==> config.mk <==
export PLATFORM = sky130hd
export DESIGN_NAME = uartrb_top
export DESIGN_NICKNAME = d
export VERILOG_FILES = /design/src/uartrb_pkg.sv /design/src/uartrb_top.sv
export SDC_FILE = /design/constraint.sdc
export NUM_CORES = 1
export LEC_CHECK = 0
export BUFFER_PORTS_ARGS = -buffer_cell sky130_fd_sc_hd__buf_2
export CAP_MARGIN = 20
export CORE_MARGIN = 2
export CORE_UTILIZATION = 54
export CTS_CLUSTER_DIAMETER = 150
export DETAILED_ROUTE_END_ITERATION = 8
export GPL_TIMING_DRIVEN = 0
export PLACE_DENSITY = 0.8
export SETUP_SLACK_MARGIN = 0.02
export SLEW_MARGIN = 20
export SYNTH_ARGS = -nofsm -noshare
export SYNTH_HDL_FRONTEND = slang
export SYNTH_SLANG_ARGS = --single-unit
==> constraint.sdc <==
create_clock -name mclk -period 3.7 [get_ports mclk]
set_input_delay 0.37 -clock mclk [delete_from_list [all_inputs] [get_ports mclk]]
set_output_delay 0.37 -clock mclk [all_outputs]
set_load 0.005 [all_outputs]
==> src/uartrb_pkg.sv <==
// Constants, field layouts and carrier types of the serial receiver and break generator.
package uartrb_pkg;
	// ****************************************
	// Register addresses.
	// ****************************************
	localparam logic [2:0] ADDR_STATUS = 3'h0;
	localparam logic [2:0] ADDR_DATA = 3'h1;
	localparam logic [2:0] ADDR_CTRL1 = 3'h2;
	localparam logic [2:0] ADDR_CTRL2 = 3'h3;
	localparam logic [2:0] ADDR_BAUD = 3'h4;
	// ****************************************
	// Field positions.
	// ****************************************
	localparam int ST_RXDATA = 0;
	localparam int ST_OVERRUN = 1;
	localparam int ST_NOISE = 2;
	localparam int ST_FRAMING = 3;
	localparam int ST_PARITY = 4;
	localparam int ST_RXIDLE = 5;
	localparam int ST_TXIDLE = 6;
	localparam int C1_NINE = 0;
	localparam int C1_PAREN = 1;
	localparam int C1_PARODD = 2;
	localparam int C1_TWOSTOP = 3;
	localparam int C1_BREAK = 4;
	localparam int C1_NINTH = 5;
	localparam int C1_RECEIVER_ENABLE = 6;
	localparam int C2_RIE = 0;
	// ****************************************
	// Reset values.
	// ****************************************
	localparam logic [7:0] CTRL1_RST = 8'h00;
	localparam logic [7:0] CTRL2_RST = 8'h00;
	localparam logic [7:0] BAUD_RST = 8'h19;
	// ****************************************
	// Timing counts.
	// ****************************************
	localparam logic [3:0] OVS_LAST = 4'hF;
	localparam logic [3:0] SMP_FIRST = 4'h7;
	localparam logic [3:0] SMP_MID = 4'h8;
	localparam logic [3:0] SMP_LAST = 4'h9;
	localparam logic [3:0] BRK_LAST = 4'hC;
	localparam logic [3:0] BITS_NINE = 4'h8;
	localparam logic [3:0] BITS_EIGHT = 4'h7;
	localparam logic [1:0] FIFO_DEPTH = 2'h2;
	// ****************************************
	// Carrier types.
	// ****************************************
	// One received word with the flags recorded beside it.
	typedef struct packed {
		logic ninth;
		logic [7:0] data;
		logic framing;
		logic parity;
	} uartrb_entry_s;
	// Frame format and control bits written by software.
	typedef struct packed {
		logic nineBit;
		logic parityEn;
		logic parityOdd;
		logic twoStop;
		logic sendBreak;
		logic rxEnable;
		logic rxIrqEn;
	} uartrb_cfg_s;
endpackage : uartrb_pkg

==> src/uartrb_top.sv <==
// Serial receive path with two-entry FIFO and transmit-break generator.
//
// Design decisions made here: the strobed register port and the register addresses.
`timescale 1ns/1ps
// What this block does
// - Break is start, 13xN zeros, stop.
// - Break bit set sends breaks back to back.
// - Clearing break finishes character, then stops.
// - Sending a break raises no transmit interrupt.
// - Eight or nine bit words; ninth readable.
// - Sampling at 16x, shifting once per bit.
// - Each bit is a three-sample majority.
// - Word enters FIFO after stop, if room.
// - Data assembled least significant bit first.
// - Two-entry FIFO plus one word shifting.
// - Overrun sets flag, keeps FIFO, requests interrupt.
// - Receiver enable starts start-bit hunting.
// - Data flag while FIFO holds; interrupt requested.
// - Flags clear by status then data read.
// - Break completes as framing error with zeros.
// - After break wait for high line.
// - Idle flag low from start to stop.
// - Noise flag rises with data, no interrupt.
// - Zero in stop bits sets framing flag.
// - Parity mismatch sets parity flag with word.
// - Framing and parity flags cleared by reset.
module uartrb_top (
	input wire logic mclk,
	input wire logic rst_n,
	input wire logic [2:0] addr,
	input wire logic [7:0] wdata,
	input wire logic wrStb,
	input wire logic rdStb,
	output logic [7:0] rdata,
	input wire logic rxd,
	output logic txd,
	output logic rxIrq
);
	// ****************************************
	// Registers and state.
	// ****************************************
	typedef enum logic [2:0] {
		RX_HUNT = 3'h0,
		RX_START = 3'h1,
		RX_DATA = 3'h2,
		RX_STOP = 3'h3,
		RX_STOP2 = 3'h4,
		RX_BRKWAIT = 3'h5
	} uartrb_rx_e;
	typedef enum logic [1:0] {
		TX_IDLE = 2'h0,
		TX_START = 2'h1,
		TX_ZERO = 2'h2,
		TX_STOP = 2'h3
	} uartrb_tx_e;
	uartrb_pkg::uartrb_cfg_s cfg_ff; // Software control bits.
	logic [7:0] baudDiv_ff; // Oversample divider reload.
	logic [7:0] divCnt_ff; // Oversample divider count.
	logic ovsTick; // One pulse per sixteenth of a bit.
	logic [1:0] rxSync_ff; // Receive pin synchroniser.
	logic rxPrev_ff; // Previous synchronised level.
	uartrb_rx_e rxState_ff; // Receiver state.
	logic [3:0] rxPhase_ff; // Oversample phase in the bit.
	logic [3:0] rxBit_ff; // Data bit index.
	logic [2:0] smp_ff; // The first two of the three mid-bit samples.
	logic [8:0] shift_ff; // Receive shift register.
	logic noiseAcc_ff; // Noise seen in this frame.
	logic rxIdle_ff; // Receiver idle flag.
	uartrb_pkg::uartrb_entry_s fifoMem_ff [2]; // FIFO storage.
	logic rdPtr_ff; // FIFO head.
	logic wrPtr_ff; // FIFO tail.
	logic [1:0] fifoCnt_ff; // Words held.
	logic overrun_ff; // Sticky overrun flag.
	logic noise_ff; // Sticky noise flag.
	logic armed_ff; // Status read seen since last data read.
	logic rxIrq_ff; // Receive interrupt request pulse.
	logic [7:0] rdata_ff; // Read data.
	uartrb_tx_e txState_ff; // Break transmitter state.
	logic [3:0] txPhase_ff; // Transmit oversample phase.
	logic [3:0] zeroCnt_ff; // Zero bits in this group of 13.
	logic stopCnt_ff; // Stop bits sent.
	logic txd_ff; // Transmit pin.
	logic bitTick; // End of a transmit bit.
	logic smpTick; // Mid-bit decision moment.
	logic endTick; // End of a receive bit.
	logic bitVal; // Majority of the samples.
	logic bitNoisy; // Samples disagree.
	logic rxDone; // Frame complete.
	logic doneFerr; // Completed frame had a framing error.
	logic [8:0] word; // Received word right aligned.
	logic push; // Word enters the FIFO.
	logic pop; // Software takes the head word.
	logic dataRead; // Read of the data register.
	logic statRead; // Read of the status register.
	uartrb_pkg::uartrb_entry_s head; // Head entry.
	uartrb_tx_e nxtTxState; // Next transmit state.
	// ****************************************
	// Decoding and oversample timing.
	// ****************************************
	assign dataRead = rdStb && (addr == uartrb_pkg::ADDR_DATA);
	assign statRead = rdStb && (addr == uartrb_pkg::ADDR_STATUS);
	assign head = fifoMem_ff[rdPtr_ff];
	assign pop = dataRead && (fifoCnt_ff != 2'h0);
	assign ovsTick = (divCnt_ff == 8'h00);
	assign smpTick = ovsTick && (rxPhase_ff == uartrb_pkg::SMP_LAST);
	assign endTick = ovsTick && (rxPhase_ff == uartrb_pkg::OVS_LAST);
	assign bitTick = ovsTick && (txPhase_ff == uartrb_pkg::OVS_LAST);
	// Majority of the three samples, the third taken now.
	assign bitVal = (smp_ff[0] & smp_ff[1]) | (smp_ff[0] & rxSync_ff[1])
		| (smp_ff[1] & rxSync_ff[1]);
	assign bitNoisy = !((smp_ff[0] == smp_ff[1]) && (smp_ff[1] == rxSync_ff[1]));
	// An eight-bit word sits one place high after its last shift.
	assign word = cfg_ff.nineBit ? shift_ff : {1'b0, shift_ff[8:1]};
	// Frame ends at the first stop bit low, or at the last stop bit.
	assign rxDone = smpTick && (((rxState_ff == RX_STOP) && (!bitVal || !cfg_ff.twoStop))
		|| (rxState_ff == RX_STOP2));
	assign doneFerr = rxDone && !bitVal;
	assign push = rxDone && (fifoCnt_ff != uartrb_pkg::FIFO_DEPTH);
	// Divider gives one oversample pulse per baudDiv+1 clocks.
	always_ff @(posedge mclk) begin
		if (!rst_n) begin
			divCnt_ff <= 8'h00;
		end else if (ovsTick) begin
			divCnt_ff <= baudDiv_ff;
		end else begin
			divCnt_ff <= divCnt_ff - 8'h01;
		end
	end
	// Two flip-flops bring the pin into the clock domain.
	always_ff @(posedge mclk) begin
		if (!rst_n) begin
			rxSync_ff <= 2'h3;
			rxPrev_ff <= 1'b1;
		end else begin
			rxSync_ff <= {rxSync_ff[0], rxd};
			rxPrev_ff <= rxSync_ff[1];
		end
	end
	// ****************************************
	// Software registers.
	// ****************************************
	// Control writes; the ninth bit and flags are read only.
	always_ff @(posedge mclk) begin
		if (!rst_n) begin
			cfg_ff <= '0;
			baudDiv_ff <= uartrb_pkg::BAUD_RST;
		end else if (wrStb) begin
			if (addr == uartrb_pkg::ADDR_CTRL1) begin
				cfg_ff.nineBit <= wdata[uartrb_pkg::C1_NINE];
				cfg_ff.parityEn <= wdata[uartrb_pkg::C1_PAREN];
				cfg_ff.parityOdd <= wdata[uartrb_pkg::C1_PARODD];
				cfg_ff.twoStop <= wdata[uartrb_pkg::C1_TWOSTOP];
				cfg_ff.sendBreak <= wdata[uartrb_pkg::C1_BREAK];
				cfg_ff.rxEnable <= wdata[uartrb_pkg::C1_RECEIVER_ENABLE];
			end
			if (addr == uartrb_pkg::ADDR_CTRL2) begin
				cfg_ff.rxIrqEn <= wdata[uartrb_pkg::C2_RIE];
			end
			if (addr == uartrb_pkg::ADDR_BAUD) begin
				baudDiv_ff <= wdata;
			end
		end
	end
	// Read data stand in the cycle after the strobe.
	always_ff @(posedge mclk) begin
		if (!rst_n) begin
			rdata_ff <= 8'h00;
		end else if (rdStb) begin
			unique case (addr)
				uartrb_pkg::ADDR_STATUS: begin
					rdata_ff <= 8'h00;
					rdata_ff[uartrb_pkg::ST_RXDATA] <= (fifoCnt_ff != 2'h0);
					rdata_ff[uartrb_pkg::ST_OVERRUN] <= overrun_ff;
					rdata_ff[uartrb_pkg::ST_NOISE] <= noise_ff;
					rdata_ff[uartrb_pkg::ST_FRAMING] <= (fifoCnt_ff != 2'h0) && head.framing;
					rdata_ff[uartrb_pkg::ST_PARITY] <= (fifoCnt_ff != 2'h0) && head.parity;
					rdata_ff[uartrb_pkg::ST_RXIDLE] <= rxIdle_ff;
					rdata_ff[uartrb_pkg::ST_TXIDLE] <= (txState_ff == TX_IDLE);
				end
				uartrb_pkg::ADDR_DATA: begin
					rdata_ff <= head.data;
				end
				uartrb_pkg::ADDR_CTRL1: begin
					rdata_ff <= {1'b0, cfg_ff.rxEnable, head.ninth, cfg_ff.sendBreak,
						cfg_ff.twoStop, cfg_ff.parityOdd, cfg_ff.parityEn, cfg_ff.nineBit};
				end
				uartrb_pkg::ADDR_CTRL2: begin
					rdata_ff <= {7'h00, cfg_ff.rxIrqEn};
				end
				uartrb_pkg::ADDR_BAUD: begin
					rdata_ff <= baudDiv_ff;
				end
				default: begin
					rdata_ff <= 8'h00; // Unmapped addresses read zero.
				end
			endcase
		end else begin
			rdata_ff <= 8'h00;
		end
	end
	// ****************************************
	// Receiver.
	// ****************************************
	// Frame sequencer: hunt, start, data, stop, break wait.
	always_ff @(posedge mclk) begin
		if (!rst_n) begin
			rxState_ff <= RX_HUNT;
			rxPhase_ff <= 4'h0;
			rxBit_ff <= 4'h0;
		end else if (!cfg_ff.rxEnable) begin
			rxState_ff <= RX_HUNT;
			rxPhase_ff <= 4'h0;
		end else begin
			if (ovsTick) begin
				rxPhase_ff <= rxPhase_ff + 4'h1;
			end
			unique case (rxState_ff)
				RX_HUNT: begin
					if (rxPrev_ff && !rxSync_ff[1]) begin
						rxState_ff <= RX_START;
						rxPhase_ff <= 4'h0;
					end
				end
				RX_START: begin
					if (smpTick && bitVal) begin
						rxState_ff <= RX_HUNT;
					end else if (endTick) begin
						rxState_ff <= RX_DATA;
						rxBit_ff <= 4'h0;
					end
				end
				RX_DATA: begin
					if (endTick) begin
						if (rxBit_ff == (cfg_ff.nineBit ? uartrb_pkg::BITS_NINE
							: uartrb_pkg::BITS_EIGHT)) begin
							rxState_ff <= RX_STOP;
						end else begin
							rxBit_ff <= rxBit_ff + 4'h1;
						end
					end
				end
				RX_STOP: begin
					if (rxDone) begin
						rxState_ff <= bitVal ? RX_HUNT : RX_BRKWAIT;
					end else if (endTick) begin
						rxState_ff <= RX_STOP2;
					end
				end
				RX_STOP2: begin
					if (rxDone) begin
						rxState_ff <= bitVal ? RX_HUNT : RX_BRKWAIT;
					end
				end
				RX_BRKWAIT: begin
					if (rxSync_ff[1]) begin
						rxState_ff <= RX_HUNT;
					end
				end
				default: begin
					rxState_ff <= RX_HUNT;
				end
			endcase
		end
	end
	// Samples, shifting once per bit, and noise gathering.
	always_ff @(posedge mclk) begin
		if (!rst_n) begin
			smp_ff <= 3'h7;
			shift_ff <= 9'h000;
			noiseAcc_ff <= 1'b0;
		end else begin
			if (ovsTick && (rxPhase_ff == uartrb_pkg::SMP_FIRST)) begin
				smp_ff[0] <= rxSync_ff[1];
			end
			if (ovsTick && (rxPhase_ff == uartrb_pkg::SMP_MID)) begin
				smp_ff[1] <= rxSync_ff[1];
			end
			if (rxState_ff == RX_HUNT) begin
				noiseAcc_ff <= 1'b0;
			end else if (smpTick && bitNoisy) begin
				noiseAcc_ff <= 1'b1;
			end
			if (smpTick && (rxState_ff == RX_DATA)) begin
				shift_ff <= {bitVal, shift_ff[8:1]};
			end
		end
	end
	// Idle flag: low from start detection to stop reception.
	always_ff @(posedge mclk) begin
		if (!rst_n) begin
			rxIdle_ff <= 1'b1;
		end else if (rxDone || !cfg_ff.rxEnable) begin
			rxIdle_ff <= 1'b1;
		end else if ((rxState_ff == RX_HUNT) && rxPrev_ff && !rxSync_ff[1]) begin
			rxIdle_ff <= 1'b0;
		end else if ((rxState_ff == RX_START) && smpTick && bitVal) begin
			// A start edge that is high again at mid-bit was a glitch, so the receiver is idle.
			rxIdle_ff <= 1'b1;
		end
	end
	// ****************************************
	// Receive FIFO and flags.
	// ****************************************
	// Two entries; a full FIFO keeps its words on overrun.
	always_ff @(posedge mclk) begin
		if (!rst_n) begin
			rdPtr_ff <= 1'b0;
			wrPtr_ff <= 1'b0;
			fifoCnt_ff <= 2'h0;
			fifoMem_ff[0] <= '0;
			fifoMem_ff[1] <= '0;
		end else begin
			if (push) begin
				fifoMem_ff[wrPtr_ff].ninth <= word[8];
				fifoMem_ff[wrPtr_ff].data <= doneFerr ? 8'h00 : word[7:0];
				fifoMem_ff[wrPtr_ff].framing <= doneFerr;
				fifoMem_ff[wrPtr_ff].parity <= cfg_ff.parityEn
					&& ((^word[8:0]) != cfg_ff.parityOdd);
				wrPtr_ff <= !wrPtr_ff;
			end
			if (pop) begin
				rdPtr_ff <= !rdPtr_ff;
			end
			if (push && !pop) begin
				fifoCnt_ff <= fifoCnt_ff + 2'h1;
			end else if (pop && !push) begin
				fifoCnt_ff <= fifoCnt_ff - 2'h1;
			end
		end
	end
	// Status read arms the clear; the next data read fires it.
	always_ff @(posedge mclk) begin
		if (!rst_n) begin
			armed_ff <= 1'b0;
		end else if (statRead) begin
			armed_ff <= 1'b1;
		end else if (dataRead) begin
			armed_ff <= 1'b0;
		end
	end
	// Sticky overrun and noise; a new event wins over the clear.
	always_ff @(posedge mclk) begin
		if (!rst_n) begin
			overrun_ff <= 1'b0;
			noise_ff <= 1'b0;
		end else begin
			if (rxDone && !push) begin
				overrun_ff <= 1'b1;
			end else if (dataRead && armed_ff) begin
				overrun_ff <= 1'b0;
			end
			// Noise on the closing stop bit counts too; it is seen in the same cycle as the push.
			if (push && (noiseAcc_ff || bitNoisy)) begin
				noise_ff <= 1'b1;
			end else if (dataRead && armed_ff) begin
				noise_ff <= 1'b0;
			end
		end
	end
	// Interrupt request on each FIFO load and on overrun only.
	always_ff @(posedge mclk) begin
		if (!rst_n) begin
			rxIrq_ff <= 1'b0;
		end else begin
			rxIrq_ff <= rxDone && cfg_ff.rxIrqEn;
		end
	end
	// ****************************************
	// Break transmitter.
	// ****************************************
	// Next state of the break sequencer.
	always_comb begin
		nxtTxState = txState_ff;
		unique case (txState_ff)
			TX_IDLE: begin
				// Starting on an oversample tick makes the start bit a full sixteen ticks long.
				if (cfg_ff.sendBreak && ovsTick) begin
					nxtTxState = TX_START;
				end
			end
			TX_START: begin
				if (bitTick) begin
					nxtTxState = TX_ZERO;
				end
			end
			TX_ZERO: begin
				if (bitTick && (zeroCnt_ff == uartrb_pkg::BRK_LAST) && !cfg_ff.sendBreak) begin
					nxtTxState = TX_STOP;
				end
			end
			TX_STOP: begin
				if (bitTick && (stopCnt_ff == cfg_ff.twoStop)) begin
					nxtTxState = TX_IDLE;
				end
			end
		endcase
	end
	// Break sequencer; it raises no transmit interrupt.
	always_ff @(posedge mclk) begin
		if (!rst_n) begin
			txState_ff <= TX_IDLE;
			txPhase_ff <= 4'h0;
			zeroCnt_ff <= 4'h0;
			stopCnt_ff <= 1'b0;
			txd_ff <= 1'b1;
		end else begin
			txState_ff <= nxtTxState;
			txd_ff <= (nxtTxState == TX_IDLE) || (nxtTxState == TX_STOP);
			if (txState_ff == TX_IDLE) begin
				txPhase_ff <= 4'h0;
			end else if (ovsTick) begin
				txPhase_ff <= txPhase_ff + 4'h1;
			end
			if (bitTick && (txState_ff == TX_ZERO)) begin
				zeroCnt_ff <= (zeroCnt_ff == uartrb_pkg::BRK_LAST) ? 4'h0
					: zeroCnt_ff + 4'h1;
			end else if (txState_ff != TX_ZERO) begin
				zeroCnt_ff <= 4'h0;
			end
			if (bitTick && (txState_ff == TX_STOP)) begin
				stopCnt_ff <= 1'b1;
			end else if (txState_ff != TX_STOP) begin
				stopCnt_ff <= 1'b0;
			end
		end
	end
	assign rdata = rdata_ff;
	assign txd = txd_ff;
	assign rxIrq = rxIrq_ff;
	// ****************************************
	// Assertions.
	// ****************************************
	property p_brk_low;
		@(posedge mclk) disable iff (!rst_n)
		(txState_ff == TX_START) || (txState_ff == TX_ZERO) |-> !txd_ff;
	endproperty
	a_brk_low: assert property (p_brk_low) else $error("break not low");
	property p_brk_repeat;
		@(posedge mclk) disable iff (!rst_n)
		(txState_ff == TX_ZERO) && bitTick && (zeroCnt_ff == uartrb_pkg::BRK_LAST)
		&& cfg_ff.sendBreak
		|=> (txState_ff == TX_ZERO) && (zeroCnt_ff == 4'h0);
	endproperty
	a_brk_repeat: assert property (p_brk_repeat) else $error("break not repeated");
	property p_brk_stop;
		@(posedge mclk) disable iff (!rst_n)
		(txState_ff == TX_ZERO) && bitTick && (zeroCnt_ff == uartrb_pkg::BRK_LAST)
		&& !cfg_ff.sendBreak
		|=> (txState_ff == TX_STOP) && txd_ff;
	endproperty
	a_brk_stop: assert property (p_brk_stop) else $error("stop not sent");
	property p_overrun;
		@(posedge mclk) disable iff (!rst_n)
		rxDone && (fifoCnt_ff == 2'h2) && !pop |=> overrun_ff && (fifoCnt_ff == 2'h2);
	endproperty
	a_overrun: assert property (p_overrun) else $error("overrun lost");
	property p_irq;
		@(posedge mclk) disable iff (!rst_n)
		rxDone && cfg_ff.rxIrqEn |=> rxIrq_ff;
	endproperty
	a_irq: assert property (p_irq) else $error("no receive request");
	property p_hold;
		@(posedge mclk) disable iff (!rst_n)
		overrun_ff && !(dataRead && armed_ff) |=> overrun_ff;
	endproperty
	a_hold: assert property (p_hold) else $error("overrun cleared early");
	property p_idle;
		@(posedge mclk) disable iff (!rst_n)
		(rxState_ff == RX_HUNT) && cfg_ff.rxEnable && rxPrev_ff && !rxSync_ff[1]
		|=> !rxIdle_ff && (rxState_ff == RX_START);
	endproperty
	a_idle: assert property (p_idle) else $error("idle not dropped");
	property p_brkwait;
		@(posedge mclk) disable iff (!rst_n)
		doneFerr && cfg_ff.rxEnable |=> (rxState_ff == RX_BRKWAIT) && rxIdle_ff;
	endproperty
	a_brkwait: assert property (p_brkwait) else $error("break not waited");
endmodule : uartrb_top

**Yosys cells after proc, flatten, opt, wreduce, memory -nomap -nowiden**

Memories as Yosys holds them, arrays and structs flattened. A register that Yosys moved wholly into a read port is not among the register bits.
Index checks and enable logic that the tools add are counted.
W data, S select, Z words.

- Bits in registers: 78
- Bits in latches: 0
- Bits in writable memories: 22
- ROM bits: 0
- Input bits: 16
- Output and inout port bits: 10
- Word-level logic and storage cells: 212
- Memories kept: 1

- $add $sub $neg: 7
- Multiply operators: 0
- Divide/modulo/power cells: 0
- $lt $le $gt $ge: 0
- Eq/ne operators: 37
- Shifts and indexed selects: 0
- Muxes and demuxes: 52
- Bitwise logic cells: 6
- Reductions and logical operators: 77

Memories:

| name | depth | bits a word | rd ports | clocked after Yosys merged registers in | write ports | line | text |
|---|---|---|---|---|---|---|---|
| fifoMem_ff | 2 | 11 | 1 | 1 | 2 | uartrb_top.sv:69 | `uartrb_pkg::uartrb_entry_s fifoMem_ff [2];` |

Operators with widths:

| operator | count |
|---|---|
| $mux W4 | 11 |
| $pmux W8 S5 | 1 |
| $logic_and A1 B1 Y1 | 36 |
| $mux W3 | 10 |
| $ne A2 B2 Y1 const B | 11 |
| $eq A4 B4 Y1 const B | 5 |
| $pmux W3 S6 | 1 |
| $reduce_bool A2 Y1 | 9 |
| $mux W1 | 17 |
| $add A4 B1 Y4 const B | 4 |
| $mux W8 | 2 |
| $eq A3 B2 Y1 const B | 4 |
| $mux W2 | 6 |
| $mux W11 | 1 |
| $reduce_or A11 Y1 | 1 |
| $logic_not A1 Y1 | 10 |
| $reduce_and A2 Y1 | 5 |
| $eq A3 B3 Y1 const B | 3 |
| $mux W9 | 1 |
| $reduce_xor A9 Y1 | 1 |
| $logic_not A8 Y1 | 1 |
| $pmux W2 S4 | 1 |
| $pmux W4 S2 | 1 |
| $sub A8 B1 Y8 const B | 1 |
| 19 further kinds | 36 |

**Longest topological paths before layout**

Gate-level depths: netlist of the first run.

- Depth after elaboration: 14
- Depth in mapped cells: 12
- Depth with buffers taken out: 10

**Worst setup path before layout of the first run**

Ideal clock, no wire load.

- Kind: reg-to-reg
- From: register divCnt_ff[4]
- To: memory fifoMem_ff[0][0] (netlist bit), enable pin
- Library setup time: 0.394 ns
- Arrival time: 2.851 ns
- Required time: 3.306 ns
- Path slack: 0.455 ns
- Cell stages (with the launch flop): 8
- Buffers on the path: 3
- Clock period less this slack: 3.245 ns
- Cells stage by stage: dfxtp_1 -> or4_4 -> buf_6 -> or4_4 -> buf_6 -> a211o_1 -> buf_6 -> o21ai_0

RTL lines:

| what | line | text |
|---|---|---|
| start: declaration | uartrb_top.sv:58 | `logic [7:0] divCnt_ff;` |
| start signal: assignment | uartrb_top.sv:124 | `divCnt_ff <= baudDiv_ff;` |
| start signal: assignment | uartrb_top.sv:126 | `divCnt_ff <= divCnt_ff - 8'h01;` |
| end: declaration | uartrb_top.sv:69 |  |

==> results of run 1 <==
[cell type report]
cell class | count | area [µm²] | share of cell area
inverter | 11 | 41.3 | 0.00790
sequential | 101 | 2240 | 0.429
timing repair buffer | 25 | 130 | 0.0249
buffer | 26 | 120 | 0.0230
multi-input combinational | 384 | 2380 | 0.456
clock inverter | 5 | 33.8 | 0.00646
clock buffer | 11 | 143 | 0.0273
tap | 108 | 135 | 0.0258
[power breakdown]
| group | internal (mW) | total, mW | leakage [nW] | switching, mW |
|---|---|---|---|---|
| clock network | 0.267 | 0.651 | 0.0932 | 0.384 |
| registers | 1.18 | 1.22 | 0.848 | 0.0430 |
| logic | 0.152 | 0.411 | 0.858 | 0.259 |
| total | 1.60 | 2.28 | 1.80 | 0.686 |
[worst max-delay path: stages, from the launching register on]
cell	delay, ps
dfxtp_1	360
or4_4	520
buf_6	150
or4_4	520
buf_6	150
a211o_1	280
buf_6	140
o21ai_1	490
buf_4	260
[cells by family (layout without fill, tap and decap cells)]
kind of cell,count (synthesis),in the layout,synth area share
AND/OR/NAND/NOR,218,218,0.218
XOR/XNOR,22,22,0.0431
AO/OA/AOI/OAI,101,101,0.140
multiplexers,32,32,0.0687
adder cells (fa/ha/maj),11,11,0.0288
buffers and inverters,37,78,0.0337
flip-flops,101,101,0.468
[through the flow]
stage	area (µm²)	power, mW	hold WS, ps
after floorplan	4790	1.54	386
after global placement	5040	1.62	388
after detailed placement	5050	1.64	398
after CTS	5230	2.28	175
after global routing	5230	2.36	176
final	5230	2.28	182
[Yosys cell counts (3+ instances only)]
| master | n | area [µm²] |
|---|---|---|
| or3_1 | 6 | 37.5 |
| inv_1 | 11 | 41.3 |
| and2_1 | 4 | 25.0 |
| and3_1 | 4 | 25.0 |
| edfxtp_1 | 22 | 661 |
| nor3_1 | 15 | 75.1 |
| nand4_1 | 5 | 31.3 |
| nor2b_1 | 6 | 37.5 |
| a311oi_1 | 4 | 35.0 |
| nand2b_1 | 12 | 75.1 |
| nand3b_1 | 5 | 37.5 |
| o21ai_0 | 15 | 75.1 |
| a21o_1 | 4 | 30.0 |
| a21oi_1 | 33 | 165 |
| mux2i_1 | 25 | 250 |
| nor2_1 | 56 | 210 |
| a211oi_1 | 6 | 45.0 |
| a22oi_1 | 12 | 90.1 |
| ha_1 | 11 | 138 |
| dfxtp_1 | 79 | 1580 |
| o31ai_1 | 3 | 22.5 |
| nand3_1 | 10 | 50.1 |
| nor4_1 | 4 | 25.0 |
| clkbuf_1 | 23 | 86.3 |
| xor2_1 | 8 | 70.1 |
| mux2_2 | 7 | 78.8 |
| o211ai_1 | 5 | 37.5 |
| a31oi_1 | 3 | 18.8 |
| buf_6 | 3 | 33.8 |
| xnor2_1 | 13 | 114 |
| nand2_1 | 78 | 293 |
| a211o_1 | 3 | 26.3 |
[state kept, by name, summed over array words and instances, names as in the netlist, 4 cells and up, named ones only]
| signal | cells |
|---|---|
| baudDiv_ff | 8 |
| cfg_ff | 7 |
| divCnt_ff | 8 |
| fifoMem_ff | 22 |
| rdata | 8 |
| rxBit_ff | 4 |
| rxPhase_ff | 4 |
| shift_ff | 9 |
| txPhase_ff | 4 |
| zeroCnt_ff | 4 |
[path summary, 6_finish.rpt]
kind / slack [ps] / to / cells past startpoint / start
worst max-delay path: 540 / fifoMem_ff[0][7]$_SDFFCE_PN0P_ / 8 / divCnt_ff[4]$_SDFF_PN0_
worst min-delay path: 180 / rxSync_ff[0]$_SDFF_PN1_ / 2 / rxd
worst max register to register: 540 / fifoMem_ff[0][7]$_SDFFCE_PN0P_ / 8 / divCnt_ff[4]$_SDFF_PN0_
worst min register to register: 420 / rxSync_ff[1]$_SDFF_PN1_ / 1 / rxSync_ff[0]$_SDFF_PN1_
[metal layers]
| layer | vias up | GRT usage | part of all wire |
|---|---|---|---|
| met5 | - | 0 | 0 |
| met4 | 0 | 0.0991 | 0.028 |
| met3 | 27 | 0.0358 | 0.067 |
| met2 | 169 | 0.389 | 0.47 |
| met1 | 1899 | 0.303 | 0.43 |
| li1 | 1927 | - | - |
==> impl_metrics.tcl, run 1 <==
set metrics [dict create \
    cts_tree "yes" \
    layoutNonFillerInstCount 671 \
    dieWidth_um 98.2 \
    pre_cts_slack_ps 534 \
    maxCapViolCount 0 \
    routed_wl_mm 11.1 \
    grt_overflow 0 \
    hold_buffers 0 \
    cts.clk_slew.worst_paths_ps 100 \
    track_usage 0.233 \
    dr.pass1.iters 5 \
    vias 4022 \
    drive_above_1_share 0.110 \
    power_density_nw_per_um2 437 \
    grt_pass1_vias 3773 \
    portBuffers 23 \
    placedCellCount 655 \
    avgSynthCellArea_um2 9.17 \
    arrival_ps 3250 \
    core_area_um2 8680 \
    cp.required_ps 3790 \
    initial_utilization 0.552 \
    slew_headroom 0.356 \
    postSynthCellCount 522 \
    clk_latency_ps 370 \
    rsz0062_at_grt "false" \
    fmax_mhz 316 \
    synth_edf_count 22 \
    seq_area_frac_synth 0.468 \
    fin_nets 585 \
    post-route-period-util 0.855 \
    fin_ws_ps 536 \
    min_period_ps 3160 \
    final_common_cell "dfxtp_1" \
    antenna_found_initial 0 \
    dp_hpwl_mm 7.98 \
    async_flop_share 0 \
    endpoint_kind "flop" \
    crit_path_start_kind "flop" \
    hp-class "in -> reg" \
    finalHoldViolCount 0 \
    ir_drop_mv 0.263 \
    status "finished, final reports clean" \
    grt_max_degree 17 \
    clock-sinks 101 \
    area_growth_pct 9.23 \
    drc 0 \
    num_antenna_cells 0 \
    die-area_um2 9630 \
    cts_setup_buffers 0 \
    fillCellCount 733 \
    synth_fp_nets 549 \
    cts-root-buf "clkbuf_8" \
    synthFlopType "dfxtp_1" \
    grt_pass1_wl_mm 18.0 \
    total_leakage_power_nw 1.80 \
    ys_ff_latch 101 \
    wire_per_inst_um 16.5 \
    globalplace.congestion 0.874 \
    cp_max_fo 10 \
    num_io_pins 26 \
    fin_skew_ps 11.8 \
    slew_viol_final 0 \
    rows 34 \
    clk_path_buf_depth 2 \
    fin_setup_tns_ps 0 \
    ys_types 53 \
    cts.repair.resized 0 \
    drt-vias-per-instance 5.99 \
    cts_buffers 9 \
    netlist_area_um2 4790 \
    fin_util 0.603 \
    tightest_slew_ps 964 \
    die_y_um 98.2 \
    setup_violations 0 \
    path_class "reg -> reg" \
    layout_common_cells "79 x dfxtp_1, 78 x nand2_1, 56 x nor2_1" \
    cts-htree-levels 3 \
    ys_warn_count 0 \
    drt_iter0_drc 318 \
    postRouteAntennaNets 0 \
]
Power figures use the tool's default switching activity.
==> run 2, diff against run 1 <==
Settings changed: CORE_UTILIZATION 54 to 30, PLACE_DENSITY 0.8 to 0.53.
==> run 2 against run 1 <==
Maximum frequency about the same. Clock skew grew 3.3 ps. Clock power increased by 77%. Core utilization down 25 points. Via count decreased by 3.2%. Routed wire length rose by 9.4%. Clock-buffer cell count up 2.
==> impl_metrics.tcl, run 2 (synthesis gave the netlist of run 1 again) <==
set metrics [dict create \
    post-route-period-util 0.856 \
    m1WireLength_mm 5.92 \
    initial_utilization 0.305 \
    rows 46 \
    die-area_um2 17000 \
    die_y_um 130 \
    r2r.worst_path.cells 8 \
    drc 0 \
    cts_tree "yes" \
    postRouteAntennaNets 0 \
    cts.clk_slew.worst_paths_ps 70 \
    ir_drop_mv 0.230 \
    r2r-start "divCnt_ff[4]$_SDFF_PN0_" \
    track_usage 0.150 \
    fillCellCount 1598 \
    dr.pass1.iters 5 \
    status "finished, final reports clean" \
    fin_total_pwr_mw 2.78 \
    rr_endpoint "fifoMem_ff[0][5]$_SDFFCE_PN0P_" \
    multi_input_area_um2 2380 \
    wl_met3_um 625 \
    cp_max_fo 10 \
    cts_setup_buffers 0 \
    clkPwrFrac 0.415 \
    portBuffers 23 \
    total_leakage_power_nw 1.89 \
    regArea_um2 2240 \
    clk_latency_ps 360 \
    hp-class "in -> reg" \
    globalplace.congestion 0.865 \
    slew_headroom 0.282 \
    grt_max_degree 17 \
    dieWidth_um 130 \
    antenna_found_initial 0 \
    fin_hold_ws_ps 189 \
    core_area_um2 15700 \
    cts_buffers 9 \
    p_switching_mw 0.732 \
    grt_pass1_vias 3651 \
    r2r_slack_ps 530 \
    drive_above_1_share 0.108 \
    hold_buffers 0 \
    num_antenna_cells 0 \
    layout_common_cells "79 x dfxtp_1, 78 x nand2_1, 56 x nor2_1" \
    routed_wl_mm 12.1 \
    cp.required_ps 3760 \
    fin_util 0.354 \
    power_density_nw_per_um2 500 \
    finalHoldViolCount 0 \
    crit_path_start_kind "flop" \
    reg.largest.list "fifoMem_ff (22), shift_ff (9)" \
    fmax_mhz 316 \
    tightest_slew_ps 1070 \
    power_frac_seq 0.439 \
    cts.repair.resized 0 \
    fin_nets 585 \
    setup_violations 0 \
    drt_iter0_drc 330 \
    top_layer_used "met4" \
    min_period_ps 3170 \
    slew_viol_final 0 \
    power_frac_comb 0.147 \
    swShare 0.263 \
    vias 3892 \
    endpoint_kind "flop" \
    clock-sinks 101 \
    maxCapViolCount 0 \
    cts-htree-levels 3 \
    wire_per_inst_um 15.6 \
    clk_path_buf_depth 2 \
    dp_hpwl_mm 8.91 \
    largest_register "fifoMem_ff" \
    min_from "rxd" \
    worstHoldEndpoint "rxSync_ff[0]$_SDFF_PN1_" \
    path_class "reg -> reg" \
    holdPathStages 2 \
    intPower_mw 2.05 \
    grt_pass1_wl_mm 19.4 \
    cts-root-buf "clkbuf_16" \
    largest_register_ffs 22 \
    fin_skew_ps 15.2 \
    rsz0062_at_grt "false" \
    arrival_ps 3230 \
    area_growth_pct 16.2 \
    drt-vias-per-instance 5.00 \
    final_common_cell "dfxtp_1" \
    num_io_pins 26 \
    met2_length_mm 5.44 \
    grt_overflow 0 \
]
==> run 2: cell types whose count changed in the layout (fill, tap and decap cells not counted) <==
| cell | previous run | this run |
|---|---|---|
| clkbuf_16 | 0 | 12 |
| bufinv_16 | 0 | 2 |
| clkbuf_8 | 10 | 0 |
| inv_4 | 2 | 0 |
| clkinvlp_4 | 1 | 0 |
| clkinv_2 | 1 | 0 |
| clkbuf_2 | 1 | 0 |
| clkbuf_1 | 23 | 24 |
==> run 2: how the worst max path moves through the flow <==
stage                                           to  cells past startpoint               startpoint
finish              fifoMem_ff[0][5]$_SDFFCE_PN0P_                      8  divCnt_ff[4]$_SDFF_PN0_
global route        fifoMem_ff[1][5]$_SDFFCE_PN0P_                      8  divCnt_ff[4]$_SDFF_PN0_
CTS                 fifoMem_ff[1][6]$_SDFFCE_PN0P_                      8  divCnt_ff[4]$_SDFF_PN0_
detailed placement  fifoMem_ff[1][5]$_SDFFCE_PN0P_                      8  divCnt_ff[4]$_SDFF_PN0_
global placement    fifoMem_ff[1][6]$_SDFFCE_PN0P_                      7  divCnt_ff[4]$_SDFF_PN0_
floorplan           fifoMem_ff[0][0]$_SDFFCE_PN0P_                      7  divCnt_ff[4]$_SDFF_PN0_
==> run 2: power groups by stage <==
stage                     combinational [mW]  clock, mW  sequential (mW)
after detailed placement               0.405          0             1.24
after floorplan                        0.307          0             1.23
after global routing                   0.449       1.22             1.23
after global placement                 0.400          0             1.24
final                                  0.408       1.15             1.22
after CTS                              0.408       1.17             1.22
==> run 2: area by class of cell <==
class | instances | share of cell area
sequential | 101 | 0.403
clock buffer | 13 | 0.0547
tap | 216 | 0.0486
multi-input combinational | 384 | 0.429
clock inverter | 3 | 0.0124
inverter | 11 | 0.00743
timing repair buffer | 25 | 0.0234
buffer | 26 | 0.0216
==> run 2: layer usage <==
metal | vias to the layer above | GRT usage
met3 | 10 | 0.0299
li1 | 1938 | -
met5 | - | 0
met2 | 84 | 0.227
met1 | 1860 | 0.209
met4 | 0 | 0.0614
==> run 2: stage by stage <==
step	cells	instance area (µm²)	setup slack (ps)	TNS, ps
2_1_floorplan	522	4790	455	0
3_3_place_gp	761	5170	-72.8	-1380
3_5_place_dp	763	5190	535	0
4_1_cts	779	5560	515	0
5_1_grt	779	5560	407	0
6_report	779	5560	534	0
==> run 2: critical path, stage by stage, from the launching register on <==
cell and delay, ps:
dfxtp_1 350, or4_4 520, buf_6 150, or4_4 510
buf_6 150, a211o_1 280, buf_6 140, o21ai_1 490
buf_4 270
